===== src/gpc_pkg.sv =====
// Shared constants and carrier types for the gigabit PHY-side interface block.
// Assumes a single 125 MHz system clock drives every user of these types.
package gpc_pkg;

   // ----------------------------------------
   // Timing
   // ----------------------------------------
   localparam int CLK_FREQ_MHZ    = 125;
   localparam int CLK_PERIOD_NS   = 8;
   localparam int TX_CLK_SKEW_NS  = 2;
   // Skew as a phase of the reference: 2 ns of 8 ns is a quarter turn
   localparam int TX_CLK_SKEW_DEG = TX_CLK_SKEW_NS * 360 / CLK_PERIOD_NS;

   // ----------------------------------------
   // Widths and depths
   // ----------------------------------------
   localparam int SYNC_STAGES = 3;
   localparam int RX_TAPS     = 8;
   localparam int RX_TAP_W    = 3;
   localparam int BUF_DEPTH   = 2;
   localparam logic [1:0] BUF_FULL  = 2'h2;
   localparam logic [1:0] BUF_EMPTY = 2'h0;
   localparam logic [1:0] BUF_ONE   = 2'h1;
   localparam logic [3:0] NIB_ZERO  = 4'h0;
   localparam logic [7:0] BYTE_ZERO = 8'h00;

   // ----------------------------------------
   // Carriers
   // ----------------------------------------
   typedef struct packed {
      logic [7:0] data;
      logic       err;
   } gpc_byte_t;

   // Each DDR pin is a rise/fall pair; the pad register joins them
   typedef struct packed {
      logic [7:0] d_rise;
      logic [7:0] d_fall;
      logic       en_rise;
      logic       en_fall;
      logic       er_rise;
      logic       er_fall;
      logic       clk_rise;
      logic       clk_fall;
      logic       clk_delay;
      logic       clk_quad;
   } gpc_tx_pins_t;

   typedef struct packed {
      logic [7:0] d;
      logic       dv;
      logic       er;
   } gpc_rx_sample_t;

   typedef enum logic [1:0] {
      RX_LOW  = 2'b01,
      RX_HIGH = 2'b10
   } gpc_rx_phase_t;

   typedef struct packed {
      gpc_byte_t [BUF_DEPTH-1:0] mem;
      logic                      wp;
      logic                      rp;
      logic [1:0]                cnt;
   } gpc_buf_st_t;

   typedef struct packed {
      gpc_tx_pins_t                    tx_pins;
      logic [SYNC_STAGES-1:0]          col_sync;
      logic [SYNC_STAGES-1:0]          crs_sync;
      logic [SYNC_STAGES-1:0]          rxc_sync;
      logic                            col_lvl;
      logic                            crs_lvl;
      logic                            rxc_lvl;
      gpc_rx_sample_t [SYNC_STAGES-1:0] rx_sync;
      gpc_rx_sample_t [RX_TAPS-1:0]    rx_tap;
      gpc_rx_phase_t                   phase;
      logic [3:0]                      lo_nib;
      logic                            lo_dv;
      gpc_byte_t                       rx_byte;
      logic                            rx_valid;
   } gpc_top_st_t;

endpackage


===== src/gpc_phy_if.sv =====
// Gigabit PHY-side interface: transmit pad registers, forwarded clock, rx capture.
// Assumes one 125 MHz reference; the rx clock arrives as a pin and is sampled.
//
// Function
// - Transmit logic and user transmit stream run on one 125 MHz reference.
// - GMII transmit data and control leave through output pad flip-flops.
// - Forwarded transmit clock comes from a DDR register like the data.
// - GMII forwarded clock is the inverted reference, rising mid data window.
// - Collision and carrier sense are asynchronous and synchronised before use.
// - System clock times all receive logic and the user receive side; the PHY rx clock is sampled.
// - Receive pins sampled in input flops with an adjustable delay tap.
// - RGMII transmit data and control use DDR registers on both edges.
// - With an output delay, RGMII clock gets 2 ns after its DDR register.
// - Without one, a 90 degree reference clocks only the RGMII clock register.
// - Transmit references may be shared; each instance uses its own rx clock.
// - RGMII halves the pin count by DDR on data and control.
`timescale 1ns/1ns
`default_nettype none
module gpc_phy_if
   import gpc_pkg::*;
(
   input  wire logic                 sys_clk_in,
   input  wire logic                 rst_b_in,
   input  wire logic                 ce_in,
   input  wire logic                 cfg_rgmii_in,
   input  wire logic                 cfg_out_delay_in,
   input  wire logic                 cfg_half_duplex_in,
   input  wire logic [RX_TAP_W-1:0]  rx_tap_sel_in,
   input  wire gpc_byte_t            tx_byte_in,
   input  wire logic                 tx_valid_in,
   output logic                      tx_ready_out,
   output gpc_tx_pins_t              tx_pins_out,
   input  wire logic                 phy_col_in,
   input  wire logic                 phy_crs_in,
   input  wire logic                 phy_rx_clk_in,
   input  wire gpc_rx_sample_t       phy_rx_in,
   output gpc_byte_t                 rx_byte_out,
   output logic                      rx_valid_out,
   output logic                      col_out,
   output logic                      crs_out
);

   // ----------------------------------------
   // Reset release
   // ----------------------------------------
   logic [1:0] rst_pipe_r;
   logic       rst_sync_b;

   always_ff @(posedge sys_clk_in or negedge rst_b_in)
   begin
      if (!rst_b_in)
      begin
         rst_pipe_r <= 2'h0;
      end
      else
      begin
         rst_pipe_r <= {rst_pipe_r[0], 1'b1};
      end
   end
   assign rst_sync_b = rst_pipe_r[1];

   // ----------------------------------------
   // Transmit buffer
   // ----------------------------------------
   gpc_top_st_t    st_r;
   gpc_top_st_t    st_nxt;
   gpc_byte_t      buf_data;
   logic           buf_valid;
   logic           drain_rdy;
   logic           tx_take;
   logic           rx_rise;
   logic           rx_fall;
   gpc_rx_sample_t rx_pick;

   // Half duplex defers while the line is busy; the buffer absorbs the stall
   assign drain_rdy = !(cfg_half_duplex_in && st_r.crs_lvl);
   assign tx_take   = ce_in && buf_valid && drain_rdy;

   gpc_buf gpc_buf_inst (
      .sys_clk_in    (sys_clk_in),
      .rst_b_in      (rst_sync_b),
      .ce_in         (ce_in),
      .in_valid_in   (tx_valid_in),
      .in_ready_out  (tx_ready_out),
      .in_data_in    (tx_byte_in),
      .out_valid_out (buf_valid),
      .out_ready_in  (drain_rdy),
      .out_data_out  (buf_data)
   );

   // ----------------------------------------
   // Receive clock edges
   // ----------------------------------------
   // The rx clock is sampled, so it must run well below the system clock here
   assign rx_rise = (st_r.rxc_sync[1] == st_r.rxc_sync[2]) && st_r.rxc_sync[2]
                    && !st_r.rxc_lvl;
   assign rx_fall = (st_r.rxc_sync[1] == st_r.rxc_sync[2]) && !st_r.rxc_sync[2]
                    && st_r.rxc_lvl;
   assign rx_pick = st_r.rx_tap[rx_tap_sel_in];

   always_comb
   begin
      st_nxt = st_r;
      st_nxt.rx_valid = 1'b0;
      // Pin inputs: three stages, a change counts once stages two and three agree
      st_nxt.col_sync = {st_r.col_sync[1:0], phy_col_in};
      st_nxt.crs_sync = {st_r.crs_sync[1:0], phy_crs_in};
      st_nxt.rxc_sync = {st_r.rxc_sync[1:0], phy_rx_clk_in};
      st_nxt.rx_sync  = {st_r.rx_sync[1:0], phy_rx_in};
      if (st_r.col_sync[1] == st_r.col_sync[2])
      begin
         st_nxt.col_lvl = st_r.col_sync[2];
      end
      if (st_r.crs_sync[1] == st_r.crs_sync[2])
      begin
         st_nxt.crs_lvl = st_r.crs_sync[2];
      end
      if (st_r.rxc_sync[1] == st_r.rxc_sync[2])
      begin
         st_nxt.rxc_lvl = st_r.rxc_sync[2];
      end
      // Delay line gives the adjustable sampling point
      st_nxt.rx_tap = {st_r.rx_tap[RX_TAPS-2:0], st_r.rx_sync[2]};

      // Transmit pad registers, one byte per reference period
      st_nxt.tx_pins = '0;
      if (cfg_rgmii_in)
      begin
         if (tx_take)
         begin
            st_nxt.tx_pins.d_rise  = {NIB_ZERO, buf_data.data[3:0]};
            st_nxt.tx_pins.d_fall  = {NIB_ZERO, buf_data.data[7:4]};
            st_nxt.tx_pins.en_rise = 1'b1;
            st_nxt.tx_pins.en_fall = !buf_data.err;
         end
         st_nxt.tx_pins.clk_rise  = 1'b1;
         st_nxt.tx_pins.clk_fall  = 1'b0;
         st_nxt.tx_pins.clk_delay = cfg_out_delay_in;
         st_nxt.tx_pins.clk_quad  = !cfg_out_delay_in;
      end
      else
      begin
         if (tx_take)
         begin
            st_nxt.tx_pins.d_rise  = buf_data.data;
            st_nxt.tx_pins.d_fall  = buf_data.data;
            st_nxt.tx_pins.en_rise = 1'b1;
            st_nxt.tx_pins.en_fall = 1'b1;
            st_nxt.tx_pins.er_rise = buf_data.err;
            st_nxt.tx_pins.er_fall = buf_data.err;
         end
         st_nxt.tx_pins.clk_rise = 1'b0;
         st_nxt.tx_pins.clk_fall = 1'b1;
      end

      // Receive capture
      if (rx_rise)
      begin
         if (cfg_rgmii_in)
         begin
            st_nxt.lo_nib = rx_pick.d[3:0];
            st_nxt.lo_dv  = rx_pick.dv;
            st_nxt.phase  = RX_HIGH;
         end
         else
         begin
            st_nxt.rx_byte  = '{data: rx_pick.d, err: rx_pick.er};
            st_nxt.rx_valid = rx_pick.dv;
         end
      end
      else if (rx_fall && cfg_rgmii_in)
      begin
         case (st_r.phase)
            RX_HIGH:
            begin
               // Falling edge carries valid xor error on the control line
               st_nxt.rx_byte  = '{data: {rx_pick.d[3:0], st_r.lo_nib},
                                   err: st_r.lo_dv ^ rx_pick.dv};
               st_nxt.rx_valid = st_r.lo_dv;
               st_nxt.phase    = RX_LOW;
            end
            RX_LOW:
            begin
               st_nxt.phase = RX_LOW;
            end
            default:
            begin
               st_nxt.phase = RX_LOW;
            end
         endcase
      end
   end

   // Clock enable low freezes every register but the reset release
   always_ff @(posedge sys_clk_in or negedge rst_sync_b)
   begin
      if (!rst_sync_b)
      begin
         st_r       <= '0;
         st_r.phase <= RX_LOW;
      end
      else if (ce_in)
      begin
         st_r <= st_nxt;
      end
   end

   assign tx_pins_out  = st_r.tx_pins;
   assign rx_byte_out  = st_r.rx_byte;
   assign rx_valid_out = st_r.rx_valid;
   assign col_out      = st_r.col_lvl;
   assign crs_out      = st_r.crs_lvl;
endmodule
`default_nettype wire


===== src/gpc_buf.sv =====
// Two-entry buffer between the user transmit stream and the pad registers.
// Assumes synchronous use on the system clock and a synchronised reset.
`timescale 1ns/1ns
`default_nettype none
module gpc_buf
   import gpc_pkg::*;
(
   input  wire logic      sys_clk_in,
   input  wire logic      rst_b_in,
   input  wire logic      ce_in,
   input  wire logic      in_valid_in,
   output logic           in_ready_out,
   input  wire gpc_byte_t in_data_in,
   output logic           out_valid_out,
   input  wire logic      out_ready_in,
   output gpc_byte_t      out_data_out
);

   gpc_buf_st_t st_r;
   gpc_buf_st_t st_nxt;
   logic        push;
   logic        pop;

   // ----------------------------------------
   // Handshake
   // ----------------------------------------
   assign in_ready_out  = (st_r.cnt != BUF_FULL);
   assign out_valid_out = (st_r.cnt != BUF_EMPTY);
   assign out_data_out  = st_r.mem[st_r.rp];
   assign push          = ce_in && in_valid_in && in_ready_out;
   assign pop           = ce_in && out_valid_out && out_ready_in;

   always_comb
   begin
      st_nxt = st_r;
      if (push)
      begin
         st_nxt.mem[st_r.wp] = in_data_in;
         st_nxt.wp           = !st_r.wp;
      end
      if (pop)
      begin
         st_nxt.rp = !st_r.rp;
      end
      if (push && !pop)
      begin
         st_nxt.cnt = st_r.cnt + BUF_ONE;
      end
      else if (pop && !push)
      begin
         st_nxt.cnt = st_r.cnt - BUF_ONE;
      end
   end

   always_ff @(posedge sys_clk_in or negedge rst_b_in)
   begin
      if (!rst_b_in)
      begin
         st_r <= '0;
      end
      else
      begin
         st_r <= st_nxt;
      end
   end
endmodule
`default_nettype wire


===== config.mk =====
export PLATFORM = sky130hd
export DESIGN_NAME = gpc_phy_if
export DESIGN_NICKNAME = d
export VERILOG_FILES = /design/src/gpc_pkg.sv /design/src/gpc_phy_if.sv /design/src/gpc_buf.sv
export SDC_FILE = /design/constraint.sdc
export NUM_CORES = 1
export LEC_CHECK = 0
export BUFFER_PORTS_ARGS = -buffer_cell sky130_fd_sc_hd__buf_2
export CAP_MARGIN = 20
export CORE_MARGIN = 2
export CORE_UTILIZATION = 52
export DETAILED_ROUTE_END_ITERATION = 10
export HOLD_SLACK_MARGIN = 0.15
export PLACE_DENSITY = 0.68
export SYNTH_ARGS = -nofsm -noshare
export SYNTH_HDL_FRONTEND = slang
export SYNTH_SLANG_ARGS = --single-unit

===== constraint.sdc =====
create_clock -name sys_clk_in -period 7.4 [get_ports sys_clk_in]
set_clock_uncertainty 0.15 [all_clocks]
set_input_delay 1.48 -clock sys_clk_in [delete_from_list [all_inputs] [get_ports sys_clk_in]]
set_output_delay 1.48 -clock sys_clk_in [all_outputs]
set_load 0.01 [all_outputs]

Word-level counts from Yosys, hierarchy flattened
Index checks and enable logic that the tools add are counted.
W data, S select, Z words.

cells by class
  add/sub/neg operators = 2
  magnitude comparators = 4
  equal/unequal tests = 7
  mux-type cells = 22
  bitwise logic cells = 1
  reductions and logical operators = 32

operator list
  cell                   count
  $mux W10               5
  $bmux W10 S3           1
  $mux W9                3
  $mux W20               1
  $bwmux W18             1
  $mux W18               1
  $mux W14               1
  $mux W2                7
  $logic_and A1 B1 Y1    13
  $demux W9 S1           1
  $logic_not A1 Y1       9
  $reduce_bool A2 Y1     4
  $mux W7                1
  $ne A2 B2 Y1 const B   3
  $reduce_and A2 Y1      3
  $reduce_and A3 Y1      2
  $lt A1 B2 Y1 const B   2
  $lt A3 B4 Y1 const B   1
  $reduce_and A4 Y1      1
  $eq A1 B1 Y1           3
  $add A2 B1 Y2 const B  1
  $eq A2 B2 Y1 const B   1
  $sub A2 B1 Y2 const B  1
  $ge A1 B1 Y1 const B   1
  $xor A1 B1 Y1          1

storage, ports and cells
  register bits = 187

Logic depth before layout (Yosys ltp)
  depth after elaboration = 6
  mapped depth = 7

Cells and area by module
A second synthesis with hierarchy kept.

unflattened totals
  cell total of the unflattened synthesis = 554
  area total of the unflattened synthesis = 7996.4 µm²

modules (own cells, without submodules)
  module      instances  cells each  area an instance (µm²)  sequential area each (µm²)
  gpc_phy_if  1          490         6967.9                  4005.1
  gpc_buf     1          64          1028.5                  550.5

Worst setup path after synthesis
Ideal clock, no wire load.

  kind = in2reg
  start point = input port rx_tap_sel_in[0]
  end point = register st_r, in the netlist rx_byte_out[6]
  arrival time = 2767 ps
  slack = 4357 ps
  cell stages on the path = 6
  cells stage by stage = buf_6 buf_2 mux4_2 mux2i_1 nor2_1 a221o_1

between the ends
  cells in the longest elaborated chain, start to end = 5
  elaborated cells between the ends (all ways) = 6

RTL lines
  what                                line               text
  from (decl)                         gpc_phy_if.sv:28   input wire logic [RX_TAP_W-1:0] rx_tap_sel_in,
  $bmux W10 S3 (*)                    gpc_phy_if.sv:99   assign rx_pick = st_r.rx_tap[rx_tap_sel_in];
  $mux W10 (implied by the code) (*)  gpc_phy_if.sv:99
  $mux W10                            gpc_phy_if.sv:173  case (st_r.phase)
  $mux W10                            gpc_phy_if.sv:171  else if (rx_fall && cfg_rgmii_in)
  $mux W10 (*)                        gpc_phy_if.sv:157  if (rx_rise)
  to (signal assigned)                gpc_phy_if.sv:204  st_r <= st_nxt;
  to (decl)                           gpc_phy_if.sv:65   gpc_top_st_t st_r;

Mark *: on every way between the ends. The rest lies on a longest branch, timed or not. The select of a mux whose other input is x is not followed.
A chain may end at the register's enable or synchronous reset.

Worst setup path in the final report
  start point = input port ce_in
  end point = register st_r, in the netlist rx_byte_out[2]

between the ends
  cells in the longest elaborated chain, start to end = 1

RTL lines
  what                         line              text
  from (decl)                  gpc_phy_if.sv:24  input wire logic ce_in,
  $reduce_and A4 Y1 (no line)  n/a

No other way between the ends.

==> metrics.md <==
| Metric | Value |
|---|---|
| Initial antenna violation count | `0` |
| Reg2Reg Depth | `6` |
| CP endpoint kind | `flip-flop` |
| Max_cap viols | `0` |
| Post-CTS Setup Inserts | `0` |
| Hold Startpoint | `rst_pipe_r[0]` |
| Routed vias/inst | `5.51` |
| LEAKAGE | `3.95 nW` |
| Chip width | `between 100 and 150 um` |
| Gr ovfl total | `0` |
| Worst vdd ir | `around 190 uV` |
| R2r setup slk | `5040 ps` |
| Hold Path End | `rst_pipe_r[1]` |
| Sw Share | `0.277` |
| Hold-fix buffers, CTS | `0` |
| Flop pwr share | `0.489` |
| First-pass DRT Iterations | `4` |
| Crit share post-route | `0.448` |
| CTS resizes | `0` |
| Mapped Area | `7960 um^2` |
| H-tree lvl count | `4` |
| Count of warnings emitted by yosys | `0` |
| DRT met1 WL | `approximately 6300 um` |
| Final nets | `slightly above 600` |
| Worst EP required | `7610 ps` |
| Fmax | `slightly above 0.3 GHz` |
| Kind of critical path | `in2reg` |
| Reg2Reg Capture Point | `rx_byte_out[2]` |
| Met3 WL | `444 um` |
| Relative slew margins | `0.406` |
| Cell internal pwr | `2.36 mW` |
| Vias in the first global route | `4378` |
| Clk pwr share | `0.280` |
| IO buf count | `68` |
| # rows | `45` |
| Largest net degree at the start of global routing | `76` |
| Clock net sink count | `~180` |
| Power Dens Cells | `371 nW/um^2` |
| Syn nets | `around 580` |
| Sequential area share after synthesis | `0.572` |
| Startpoint types | `input pin` |
| DRT iter0 DRCs | `214` |
| Via Count | `~4300` |
| RSZ-0062 raised after global routing | `no` |
| Root buf cell | `clkbuf_16` |
| Post-synthesis register bit count | `between 150 and 200` |
| TritonCTS clock tree | `built` |
| CTS buffer count | `17` |
| Post-DR wirelength/cell | `~17 um` |
| ANT nets after route | `0` |
| Arr. time, crit path | `3530 ps` |
| DR WL met2 | `5980 um` |
| Global-route wire length before repair | `22400 um` |
| Net Sw Power | `902 uW` |
| Critical R2R Launch | `st_r[132]` |
| Syn avg cell area | `14.6 um^2` |
| Logic pwr share | `0.230` |
| Worst-case clock buffer depth | `2` |
| Synth top area cells | `dfrtp_1 (57%), mux2_2 (19%), mux4_2 (4.8%), buf_4 (3.1%), mux2i_1 (2.6%)` |
| Area of the die | `16300 um^2` |
| Max Slew Vio Count | `0` |
| Antenna Cells | `0` |
| Clk_lat worst skew | `~430 ps` |
| Final Hold Viols | `0` |
| Placed cell areas | `8170 um^2` |
| Fin cells | `about 770` |
| Setup violators final | `0` |
| Post-Place Cells | `roughly 740` |
| Setup TNS | `0 ps` |
| Synth cell types | `40` |
| Remaining DRCs | `0` |
| Syn Inst Count | `547` |
| Leading area contributor after synthesis | `dfrtp_1` |
| P&R area growth vs syn | `10.2%` |
| Min Clock Period, post-route | `3320 ps` |
| Worst Path Max Fanout | `75` |
| Worst-Margin Slew | `890 ps` |
| Area of the core | `15100 um^2` |
| Post-synth top area share | `0.569` |
| Initial core utilization | `0.527` |
| Outcome | `complete, no violations` |
| Post-DP HPWL | `8450 um` |
| Share of layout cells above drive strength 1 | `0.433` |
| Clock slew at reported path FFs | `60 ps` |
| Die Ht | `128 um` |
| Hold depth | `0` |
| GR Util All Layers | `0.176` |
| Highest metal used | `met4` |
| GPL Wtd Cong | `0.721` |
| Finished Cell Area | `8770 um^2` |
| Post-Route WL | `13000 um` |
| Ports | `69` |
| Hold WC Path Type | `reg2reg` |
-- state kept, by name, summed over array words and instances, names as in the netlist --
| name | cells |
|---|---|
| rx_valid_out | 1 |
| st_r | 21 |
| rx_byte_out | 9 |
| gpc_buf_inst.st_r | 22 |
| col_out | 1 |
| crs_out | 1 |
| tx_pins_out | 19 |
| rst_pipe_r | 2 |
| st_nxt | 106 |
-- cells in the mapped netlist --
master / count
ha_1: 3
mux4_2: 17
clkbuf_1: 15
dfrtp_1: 181
nand3b_1: 2
inv_1: 15
nand2b_1: 1
xnor2_1: 3
nor2b_1: 3
a22o_1: 2
a21oi_1: 5
buf_6: 2
mux4_1: 5
and2_1: 2
mux2i_1: 21
nor2_1: 12
nand2_1: 17
or2_2: 1
a221oi_1: 1
o2bb2ai_1: 14
o211ai_1: 1
o31ai_1: 1
o21ai_1: 1
nand3_1: 1
and3_1: 2
conb_1: 1
nand4bb_1: 1
buf_2: 15
a21o_1: 1
o21ai_0: 17
dfstp_2: 1
buf_4: 33
nor4bb_1: 1
mux2_2: 133
xor2_1: 3
a221o_1: 9
or4b_1: 1
a31oi_1: 1
nor3b_1: 1
mux2i_4: 1
-- worst max-delay path: stages --
cell and delay [ps]:
buf_4 520, buf_4 820, and2_1 430, a221o_1 210
-- stage by stage --
stage	utilization	hold WS, ps	worst slack [ps]	power, mW
4_1_cts	0.581	199	4060	3.30
3_5_place_dp	0.541	185	3620	2.37
2_1_floorplan	-	181	1800	2.21
5_1_grt	0.581	209	3940	3.46
3_3_place_gp	0.541	189	3690	2.32
6_report	0.581	198	4080	3.26
-- power groups by stage --
stage	registers, mW	logic [mW]	clock network [mW]
2_1_floorplan	1.52	0.694	0
3_3_place_gp	1.58	0.734	0
3_5_place_dp	1.61	0.760	0
4_1_cts	1.60	0.764	0.937
5_1_grt	1.65	0.830	0.980
6_report	1.59	0.751	0.913
-- area by class of cell --
cell class / count / area (um^2)
fill: 1218 / 6320
sequential: 182 / 4560
multi-input combinational: 285 / 2950
clock buffer: 24 / 482
timing repair buffer: 72 / 373
tap: 188 / 235
clock inverter: 8 / 121
inverter: 15 / 56.3
-- worst max-delay path by stage --
stage                              from                   end  slack, ps  cells past startpoint
after floorplan           rst_pipe_r[1]               col_out       1800                      0
after global placement            ce_in  gpc_buf_inst.st_r[6]       3690                      4
after detailed placement          ce_in  gpc_buf_inst.st_r[5]       3620                      4
after CTS                         ce_in  gpc_buf_inst.st_r[5]       4060                      4
after global routing              ce_in        rx_byte_out[3]       3940                      4
final                             ce_in        rx_byte_out[2]       4080                      4
-- placed cells by master, fill, tap and decap left out, drive strengths merged, types with 2 or more instances in the layout --
master | synthesis | routed
and3 | 2 | 2
clkbuf | 15 | 24
o21ai | 18 | 18
xnor2 | 3 | 3
ha | 3 | 3
o2bb2ai | 14 | 14
nand2 | 17 | 17
mux4 | 22 | 22
a221o | 9 | 9
buf | 50 | 72
mux2 | 133 | 133
inv | 15 | 15
bufinv | 0 | 3
xor2 | 3 | 3
nand3b | 2 | 2
a22o | 2 | 2
and2 | 2 | 2
nor2b | 3 | 3
nor2 | 12 | 12
clkinv | 0 | 4
mux2i | 22 | 22
dfrtp | 181 | 181
a21oi | 5 | 5
-- layer usage --
layer  up-vias  track usage
li1       1976            -
met1      2191        0.249
met2        75        0.265
met3        23       0.0422
met4         0       0.0750
met5         -            0
-- cells by family (layout without fill, tap and decap cells) --
group	count (synthesis)	in the layout	synth area share
xor+xnor	6	6	0.00660
mux	177	177	0.282
flops	182	182	0.572
buf+inv	80	119	0.0575
fa+ha+maj	3	3	0.00472
compound gates	53	53	0.0481
other cells	1	1	0.000471
simple gates	45	45	0.0281
Power figures use the tool's default switching activity.
